<file path="src/ecsb_pkg.sv">
// Package for the external memory chip-select bus controller
package ecsb_pkg;

  // ------------------------------------------------------------------
  // Strobe numbering and counts
  // ------------------------------------------------------------------
  localparam int          ECSB_NUM_SEL   = 6;
  localparam logic [2:0]  ECSB_SEL_H1    = 3'h0;
  localparam logic [2:0]  ECSB_SEL_H2    = 3'h1;
  localparam logic [2:0]  ECSB_SEL_H3    = 3'h2;
  localparam logic [2:0]  ECSB_SEL_E1    = 3'h3;
  localparam logic [2:0]  ECSB_SEL_E2    = 3'h4;
  localparam logic [2:0]  ECSB_SEL_PF    = 3'h5;
  localparam logic [2:0]  ECSB_SEL_EDS   = 3'h7;

  // ------------------------------------------------------------------
  // Timing: strobe low two system cycles, write data held two more
  // ------------------------------------------------------------------
  localparam int          ECSB_CLK_MHZ     = 100;
  localparam int          ECSB_STROBE_NS   = 20;
  localparam int          ECSB_HOLD_NS     = 20;
  localparam int          ECSB_STROBE_CYC  =
    (ECSB_STROBE_NS * ECSB_CLK_MHZ + 999) / 1000;
  localparam int          ECSB_HOLD_CYC    =
    (ECSB_HOLD_NS * ECSB_CLK_MHZ + 999) / 1000;
  localparam logic [7:0]  ECSB_STROBE_CNT  = 8'(ECSB_STROBE_CYC);
  localparam logic [7:0]  ECSB_HOLD_CNT    = 8'(ECSB_HOLD_CYC);
  localparam logic [7:0]  ECSB_CNT_ZERO    = 8'h00;
  localparam logic [7:0]  ECSB_CNT_ONE     = 8'h01;
  localparam logic [5:0]  ECSB_ALL_HIGH    = 6'h3F;
  localparam logic [5:0]  ECSB_ALL_LOW     = 6'h00;

  // ------------------------------------------------------------------
  // Types
  // ------------------------------------------------------------------
  typedef enum logic [3:0] {
    ECSB_IDLE   = 4'h1,
    ECSB_STROBE = 4'h2,
    ECSB_HOLD   = 4'h4,
    ECSB_DONE   = 4'h8
  } ecsb_state_e;

  typedef struct packed {
    logic        write;
    logic [2:0]  sel;
    logic [15:0] addr;
    logic [7:0]  wdata;
  } ecsb_req_s;

  typedef struct packed {
    logic [5:0] select_n;
    logic [5:0] select_oe_n;
    logic       data_strobe_n;
    logic       rw_n;
    logic [15:0] addr;
    logic [7:0] data_out;
    logic       data_oe_n;
  } ecsb_pins_s;

endpackage

</file>
<file path="src/ecsb_controller.sv">
// Chip-select bus controller: strobes, write hold and pin configuration
// Bus rules; R7 is kept by the attached memories, not by this block
// Each cycle qualified by one low strobe
// Strobe rising edge ends transfer, read captured
// Write data held after strobe rises
// Only one bank strobe per cycle
// Chip selects only in microcomputer mode
// After reset, strobes idle until configured; the code drives a strobe on the first accepted request, configured or not
// Attached memories release bus when deselected
// Select pins float as inputs after reset
// Output switch drives inactive high first
`timescale 1ns/100ps
module ecsb_controller (
  input  wire logic                   clock,
  input  wire logic                   reset,
  input  wire logic                   microcomputer_mode,
  input  wire logic [5:0]             select_output_en,
  input  wire logic                   req_valid,
  input  wire ecsb_pkg::ecsb_req_s    req,
  output logic                        req_ready,
  output logic                        rsp_valid,
  output logic [7:0]                  rsp_rdata,
  input  wire logic [7:0]             data_in,
  output ecsb_pkg::ecsb_pins_s        pins
);
  import ecsb_pkg::*;

  // ------------------------------------------------------------------
  // State
  // ------------------------------------------------------------------
  typedef struct packed {
    ecsb_state_e state;
    logic [7:0]  count;
    ecsb_req_s   cur;
    logic        req_ready;
    logic        rsp_valid;
    logic [7:0]  rsp_rdata;
    ecsb_pins_s  pins;
    logic [5:0]  cfg_out;
  } ecsb_regs_s;

  ecsb_regs_s r;
  ecsb_regs_s next_r;

  // Accept edge to the first edge that sees the response: the strobe
  // count, the hold count, the done state and the response register
  localparam int ECSB_RSP_LAT = ECSB_STROBE_CYC + ECSB_HOLD_CYC + 2;

  // One-hot low strobe for a bank, all high for data-strobe cycles
  function automatic logic [5:0] ecsb_decode(input logic [2:0] sel);
    logic [5:0] v;
    v = ECSB_ALL_HIGH;
    if (sel < 3'(ECSB_NUM_SEL)) begin
      v[sel] = 1'b0;
    end
    return v;
  endfunction

  // Bank strobe requests fall back to the data strobe outside
  // microcomputer mode, since those pins do not exist then
  function automatic logic ecsb_use_bank(input logic [2:0] sel,
                                         input logic mc);
    return mc && (sel < 3'(ECSB_NUM_SEL));
  endfunction

  // ------------------------------------------------------------------
  // Next-state logic
  // ------------------------------------------------------------------
  always_comb begin
    next_r = r;
    next_r.rsp_valid = 1'b0;
    // Pin direction follows software only in microcomputer mode
    next_r.cfg_out = microcomputer_mode ? select_output_en : ECSB_ALL_LOW;
    case (r.state)
      ECSB_IDLE: begin
        next_r.pins.select_n      = ECSB_ALL_HIGH;
        next_r.pins.data_strobe_n = 1'b1;
        next_r.pins.data_oe_n     = 1'b1;
        next_r.req_ready          = 1'b1;
        if (req_valid && r.req_ready) begin
          next_r.cur        = req;
          next_r.req_ready  = 1'b0;
          next_r.count      = ECSB_STROBE_CNT;
          next_r.state      = ECSB_STROBE;
          next_r.pins.addr  = req.addr;
          next_r.pins.rw_n  = ~req.write;
          next_r.pins.data_out  = req.wdata;
          next_r.pins.data_oe_n = ~req.write;
          // Exactly one strobe goes low for the cycle
          if (ecsb_use_bank(req.sel, microcomputer_mode)) begin
            next_r.pins.select_n = ecsb_decode(req.sel);
          end else begin
            next_r.pins.data_strobe_n = 1'b0;
          end
        end
      end
      ECSB_STROBE: begin
        next_r.count = r.count - ECSB_CNT_ONE;
        if (r.count == ECSB_CNT_ONE) begin
          // Rising strobe ends transfer; read data sampled here
          next_r.pins.select_n      = ECSB_ALL_HIGH;
          next_r.pins.data_strobe_n = 1'b1;
          next_r.rsp_rdata = r.cur.write ? r.rsp_rdata : data_in;
          next_r.count     = ECSB_HOLD_CNT;
          next_r.state     = ECSB_HOLD;
        end
      end
      ECSB_HOLD: begin
        // Write data and address stay after the strobe rises
        next_r.count = r.count - ECSB_CNT_ONE;
        if (r.count == ECSB_CNT_ONE) begin
          next_r.pins.data_oe_n = 1'b1;
          next_r.state          = ECSB_DONE;
        end
      end
      ECSB_DONE: begin
        next_r.rsp_valid = 1'b1;
        next_r.req_ready = 1'b1;
        next_r.state     = ECSB_IDLE;
      end
      default: begin
        next_r.state = ECSB_IDLE;
      end
    endcase
    // Pins stay inputs until configured. A pin about to become an
    // output waits while its own strobe is low, so the first level it
    // ever drives is the inactive high one; otherwise a bank would see
    // a short false select while software sets up the pins.
    // Pins that are already driven stay driven while still configured.
    next_r.pins.select_oe_n = ~r.cfg_out |
      (r.pins.select_oe_n & ~next_r.pins.select_n);
  end

  // ------------------------------------------------------------------
  // Registers; reset releases the select pins and data bus, all strobes inactive
  // ------------------------------------------------------------------
  always_ff @(posedge clock) begin
    if (reset) begin
      r <= '0;
      r.state <= ECSB_IDLE;
      r.pins.select_n <= ECSB_ALL_HIGH;
      r.pins.select_oe_n <= ECSB_ALL_HIGH;
      r.pins.data_strobe_n <= 1'b1;
      r.pins.rw_n <= 1'b1;
      r.pins.data_oe_n <= 1'b1;
    end else begin
      r <= next_r;
    end
  end

  assign req_ready = r.req_ready;
  assign rsp_valid = r.rsp_valid;
  assign rsp_rdata = r.rsp_rdata;
  assign pins      = r.pins;

  // ------------------------------------------------------------------
  // Checks
  // ------------------------------------------------------------------
  property p_one_strobe;
    @(posedge clock) disable iff (reset)
    $countones(~{pins.select_n, pins.data_strobe_n}) <= 1;
  endproperty
  a_one_strobe: assert property (p_one_strobe)
    else $error("More than one strobe low");

  property p_accept_strobes;
    @(posedge clock) disable iff (reset)
    (req_valid && req_ready) |=>
      ($countones(~{pins.select_n, pins.data_strobe_n}) == 1);
  endproperty
  a_accept_strobes: assert property (p_accept_strobes)
    else $error("Accepted request did not assert a strobe");

  // A bank request outside the mode must come out on the data strobe
  property p_no_bank_in_mp;
    @(posedge clock) disable iff (reset)
    (req_valid && req_ready && !microcomputer_mode) |=>
      (pins.select_n == ECSB_ALL_HIGH) && !pins.data_strobe_n;
  endproperty
  a_no_bank_in_mp: assert property (p_no_bank_in_mp)
    else $error("Bank strobe low in microprocessor mode");

  property p_write_hold;
    @(posedge clock) disable iff (reset)
    (!pins.data_oe_n && $rose(pins.data_strobe_n & (&pins.select_n)))
      |-> !pins.data_oe_n && $stable(pins.data_out);
  endproperty
  a_write_hold: assert property (p_write_hold)
    else $error("Write data dropped at strobe rise");

  property p_end_response;
    @(posedge clock) disable iff (reset)
    (req_valid && req_ready) |-> ##ECSB_RSP_LAT rsp_valid;
  endproperty
  a_end_response: assert property (p_end_response)
    else $error("Response not at the fixed latency after accept");

  property p_oe_follows_cfg;
    @(posedge clock) disable iff (reset)
    !$past(microcomputer_mode) |=> (pins.select_oe_n == ECSB_ALL_HIGH);
  endproperty
  a_oe_follows_cfg: assert property (p_oe_follows_cfg)
    else $error("Select pin driven without configuration");

  // Every pin that has just turned into an output shows high
  property p_high_first;
    @(posedge clock) disable iff (reset)
    (($past(pins.select_oe_n) & ~pins.select_oe_n & ~pins.select_n)
      == ECSB_ALL_LOW);
  endproperty
  a_high_first: assert property (p_high_first)
    else $error("Select pin enabled while low");

  property p_idle_high;
    @(posedge clock) disable iff (reset)
    (req_ready && !rsp_valid && $past(req_ready)) |->
      (pins.select_n == ECSB_ALL_HIGH) && pins.data_strobe_n;
  endproperty
  a_idle_high: assert property (p_idle_high)
    else $error("Strobe low while idle");

endmodule

</file>
<file path="config.mk">
export PLATFORM = sky130hd
export DESIGN_NAME = ecsb_controller
export DESIGN_NICKNAME = d
export VERILOG_FILES = /design/src/ecsb_pkg.sv /design/src/ecsb_controller.sv
export SDC_FILE = /design/constraint.sdc
export NUM_CORES = 1
export LEC_CHECK = 0
export ABC_AREA = 1
export ABC_CLOCK_PERIOD_IN_PS = 1600
export BUFFER_PORTS_ARGS = -buffer_cell sky130_fd_sc_hd__buf_2
export CORE_UTILIZATION = 51
export CTS_CLUSTER_SIZE = 28
export DETAILED_ROUTE_END_ITERATION = 8
export GPL_TIMING_DRIVEN = 1
export PLACE_DENSITY = 0.86
export SYNTH_ARGS = -nofsm -noshare
export SYNTH_HDL_FRONTEND = slang
export SYNTH_SLANG_ARGS = --single-unit
</file>
<file path="constraint.sdc">
create_clock -name clock -period 1.6 [get_ports clock]
set_input_delay 0.32 -clock clock [delete_from_list [all_inputs] [get_ports clock]]
set_output_delay 0.32 -clock clock [all_outputs]
set_load 0.05 [all_outputs]
</file>
# [Word-level counts from Yosys, hierarchy flattened]
# Cells that the tools add are included.
[classes] reduce_logical=14 n_bitwise=8 n_mux=19 eq_ne=8 addsub=1 magnitude_cmp=3
[op_table] cell="2-to-1 mux 41 bit" count=1
[op_table] cell="2-to-1 mux 27 bit" count=1
[op_table] cell="2-to-1 mux 6 bit" count=4
[op_table] cell="case mux 8 bit (3 select lines)" count=1
[op_table] cell="NOT 6 bit" count=3
[op_table] cell="2-to-1 mux 12 bit" count=1
[op_table] cell="case mux 4 bit (3 select lines)" count=1
[op_table] cell="case mux 6 bit (2 select lines)" count=1
[op_table] cell="equality test 8 x 1 -> 1 bit, second input constant" count=1
[op_table] cell="AND reduction 2 bit" count=4
[op_table] cell="subtractor 8 x 1 -> 8 bit, second input constant" count=1
[op_table] cell="AND 6 bit" count=1
[op_table] cell="inequality test 2 bit, second input constant" count=3
[op_table] cell="bitwise OR 6 bit" count=1
[op_table] cell="case mux 1 bit (2 select lines)" count=3
[op_table] cell="AND reduction 3 bit" count=2
[op_table] cell="nonzero test 2 bit" count=3
[op_table] cell="equality test 4 x 1 -> 1 bit, second input constant" count=1
[op_table] cell="equality test 4 x 2 -> 1 bit, second input constant" count=1
[op_table] cell="equality test 4 x 3 -> 1 bit, second input constant" count=1
[op_table] cell="equality test 4 bit, second input constant" count=1
[op_table] cell="less-than comparator 3 x 4 -> 1 bit, second input constant" count=1
[op_table] cell="2-to-1 mux 1 bit" count=4
[op_table] cell="2-to-1 mux 4 bit" count=1
[op_table] cell="other kinds (7)" count=11
[word_totals] register_bits=71 word_cells=68 input_bits=46

# [Longest topological paths before layout]
[logic_depth] depth_word=12 mapped_depth=9

# [Worst setup path after synthesis]
# Ideal clock, no wire load.
[synth_path] path_kind="register to register" start="register r (netlist bit req_ready)" end="register r[89] in the netlist's numbering" path_stages_with_launch=8 arrival_time_ns=1.520 path_slack_ns=0.015 t_required_ns=1.536 setup_time_ns=0.064 cell_sequence="dfxtp_1 > nand2_1 > nand3_1 > buf_2 > nand4_1 > nand2_1 > inv_1 > nor2_1"
[synth_between] elab_chain_cells=3
[synth_rtl] item="start, declared" line_no="ecsb_controller.sv:42" text="ecsb_regs_s r;"
[synth_rtl] item="start signal, assigned" line_no="ecsb_controller.sv:147" text="r <= next_r;"
[synth_rtl] item="logical AND 1 bit" line_no="ecsb_controller.sv:80" text="if (req_valid && r.req_ready) begin"
[synth_rtl] item="inequality test 2 bit (no source line)"
[synth_rtl] item="AND reduction 2 bit (no source line)"
# Every way passes these cells.
# A chain may end at the register's enable or synchronous reset.

# [Worst setup path in the final report]
[layout_path] start="register r[84] in the netlist's numbering" end="register r (netlist bit rsp_rdata[1])"
[layout_between] elab_chain_cells=2
[layout_rtl] item="equality test 8 x 1 -> 1 bit" line_no="ecsb_controller.sv:99" text="if (r.count == ECSB_CNT_ONE) begin"
[layout_rtl] item="AND reduction 3 bit (no source line)"
# Every way passes these cells.

==> impl_metrics.yaml <==
final_layout:
  fin_cells: 540
  syn_to_final_growth_pct: 14.8
  final_util_pct: 62.2
  multi_input_area_um2: 1160
  final_nets: 511
  antennaDiodeCount: 0
  layout_common_cells: "buf_2, nor2_1, nand2_1"
  drive_gt1_share_pct: 27.6
  regArea_um2: 1360
  final_common_cell: "buf_2"
  fillers: 486
grt:
  overflow: 0
  grt_max_degree: 28
  grt_pass1_vias: 2574
  grt_pass1_wl_mm: 10.8
  antenna_found_initial: 0
  track_usage_pct: 21.9
route:
  viasPerCell: 4.91
  firstDrtPassIters: 4
  detail-route-antenna-nets: 0
  drt_iter0_drc: 173
  drt-wirelength-per-cell_um: 11.6
  wirelength_mm: 6.29
  drc: 0
  vias: 2654
timing:
  fin_setup_tns_ns: 0
  finalCriticalPeriod_ns: 1.46
  slew_viol_final: 0
  hold_viol: 0
  setup_viol: 0
  relSlewSlack_pct: 80.1
  worstMarginPinSlew_ns: 0.299
  rsz0062_at_grt: "no"
  fmax_mhz: 687
  fin_ws_ns: 0.144
  min_period_over_period_pct: 91.0
  clock_skew_ns: 0.00779
min_path:
  min_path_type: "in -> reg"
  hold_start: "select_output_en[0]"
  hold_depth: 3
  holdPathEnd: "r[0]"
critical_path:
  worstSetupPathType: "reg -> reg"
  path_cells: "inv_1 > ha_1 > nand2_1 > nor2_1 > buf_4 > nand2_2 > nand2_1 > a21oi_1"
  cp-start-kind: "register"
  cp_num_buf_inv: 2
  worst_r2r_endpoint: "rsp_rdata[1]"
  cp_max_fo: 10
  r2r_setup_slack_ns: 0.14
  cpMostUsedCell: "nand2_1"
  cp.required_ns: 1.82
  cp_top_family: "simple AND/OR/NAND/NOR gates"
  slowest_delay_ns: 0.31
  crit_arrival_ns: 1.67
  reg2reg_from: "r[84]"
  end_kind: "register"
  crit_slowest_cell: "dfxtp_1"
  worstRegToRegCells: 8
floorplan:
  initial_core_util_pct: 54.2
  core_um2: 5640
  io_pins: 95
  dieHeight_um: 79.4
  dieArea_um2: 6310
  die_x_um: 79.4
  row_count: 27
place:
  routabilityCongestion: 0.861
  port_buffers: 94
  preCtsSetupSlack_ns: 0.0922
  place_inst: 524
  dp_hpwl_mm: 4.56
synthesis:
  synth_enable_flop_cells: 0
  syn-num-nets: 460
  synth_cells: 412
  avgSynthCellArea_um2: 7.42
  synthFlopType: "dfxtp_1"
  ys.warnings.count: 0
  synth.distinct_cells: 27
  synthArstFlopShare_pct: 0
  syn_area_um2: 3060
  synth-seq-cells: 68
  ys_seq_area_share_pct: 44.5
power_and_ir_drop:
  switching_share_pct: 30.9
  p_per_area_nw_per_um2: 1330
  p_int_uw: 3220
  clkPwrFrac_pct: 37.8
  pwr-share-comb_pct: 21.5
  p_seq_share_pct: 40.6
  peakVddDrop_v: 0.00103
  netSwitchingPower_uw: 1440
  leakagePower_uw: 0.00174
clock_tree:
  cts_max_level: 3
  clk_path_buf_depth: 2
  cts_tree: "yes"
  cts_sinks: 68
  clk_latency_ns: 0.33
  cts_made_buffers: 9
  cts_root_buf: "clkbuf_8"
  clkTransAtPathRegs_ns: 0.07
  ctsHoldBuffers: 0
job:
  cap_violations: 0
run_status:
  outcome: "finished, final reports clean"
==> flip-flops by register name (all words and copies together), names as in the netlist <==
name	flops
pins	39
req_ready	1
r	19
rsp_valid	1
rsp_rdata	8
==> cell usage after synthesis (2+ instances only) <==
master / instances / area [um^2]
nor2_4: 2 / 22.5
inv_1: 29 / 109
clkbuf_1: 5 / 18.8
dfxtp_1: 68 / 1360
buf_2: 7 / 35.0
nand2_2: 4 / 25.0
buf_4: 48 / 360
nor2_1: 82 / 308
nand3_1: 31 / 155
nor2_2: 2 / 12.5
nand4_1: 6 / 37.5
inv_2: 2 / 7.51
a31oi_1: 2 / 12.5
a21oi_1: 13 / 65.1
o21ai_0: 27 / 135
nor3_1: 2 / 10.0
nand2_1: 71 / 267
ha_1: 2 / 25.0
==> metrics by stage <==
step	hold slack [ns]	instance area, um^2	power (uW)
6_report	0.196	3510	4660
5_1_grt	0.189	3510	4880
4_1_cts	0.180	3510	4690
3_5_place_dp	0.373	3250	2920
3_3_place_gp	0.369	3250	2890
2_1_floorplan	0.366	3060	2790
==> area by class of cell <==
type / instances / area share, %
timing repair buffer: 100 / 14.7
multi-input combinational: 252 / 33.1
clock buffer: 11 / 4.32
tap: 72 / 2.57
inverter: 32 / 3.50
clock inverter: 5 / 3.03
sequential: 68 / 38.8
==> worst max-delay path by stage <==
stage	endpoint	slack, ns	cells past startpoint	start
6_report	rsp_rdata[1]	0.14	8	r[84]
5_1_grt	pins[29]	0.02	9	r[84]
4_1_cts	r[82]	0.13	7	r[93]
3_5_place_dp	r[82]	0.09	7	req_valid
3_3_place_gp	r[82]	0.15	7	req_valid
2_1_floorplan	r[89]	0.02	7	req_ready
==> power groups by stage <==
stage / clock [uW] / combinational, uW / sequential [uW]
final: 1760 / 1000 / 1890
after CTS: 1790 / 1010 / 1890
after floorplan: 0 / 859 / 1930
after global routing: 1870 / 1100 / 1910
after global placement: 0 / 971 / 1920
after detailed placement: 0 / 997 / 1930
==> logic make-up (layout without fill, tap and decap cells) <==
logic type                 after synthesis  count (layout)  share of synthesized area (%)
DFF                                     68              68                           44.5
AOI/OAI and AO/OA                       44              44                           7.45
adders and majority gates                2               2                          0.819
buffers and inverters                   92             148                           17.5
xor gates and xnor gates                 1               1                          0.287
and+or+nand+nor                        205             205                           29.4
==> metal layers <==
layer	GRT usage, %	up-vias	part of all wire, %
met5	0	-	0
met4	9.64	0	0.76
met3	4.91	4	5.9
met2	40.2	81	51
met1	24.0	1212	42
li1	-	1357	-
==> worst register-to-register path: stages, from the launching register on <==
cell and delay, ns:
dfxtp_1 0.31, inv_1 0.11, ha_1 0.19, nand2_1 0.06, nor2_1 0.17, buf_4 0.21, nand2_2 0.13, nand2_1 0.10
a21oi_1 0.07
==> what timing repair did <==
action                     4_1_cts  5_1_grt
buffers inserted                 0        0
resized for setup                0        2
setup endpoints to repair        0        1
Note: power is estimated with default switching activity, not from simulation.
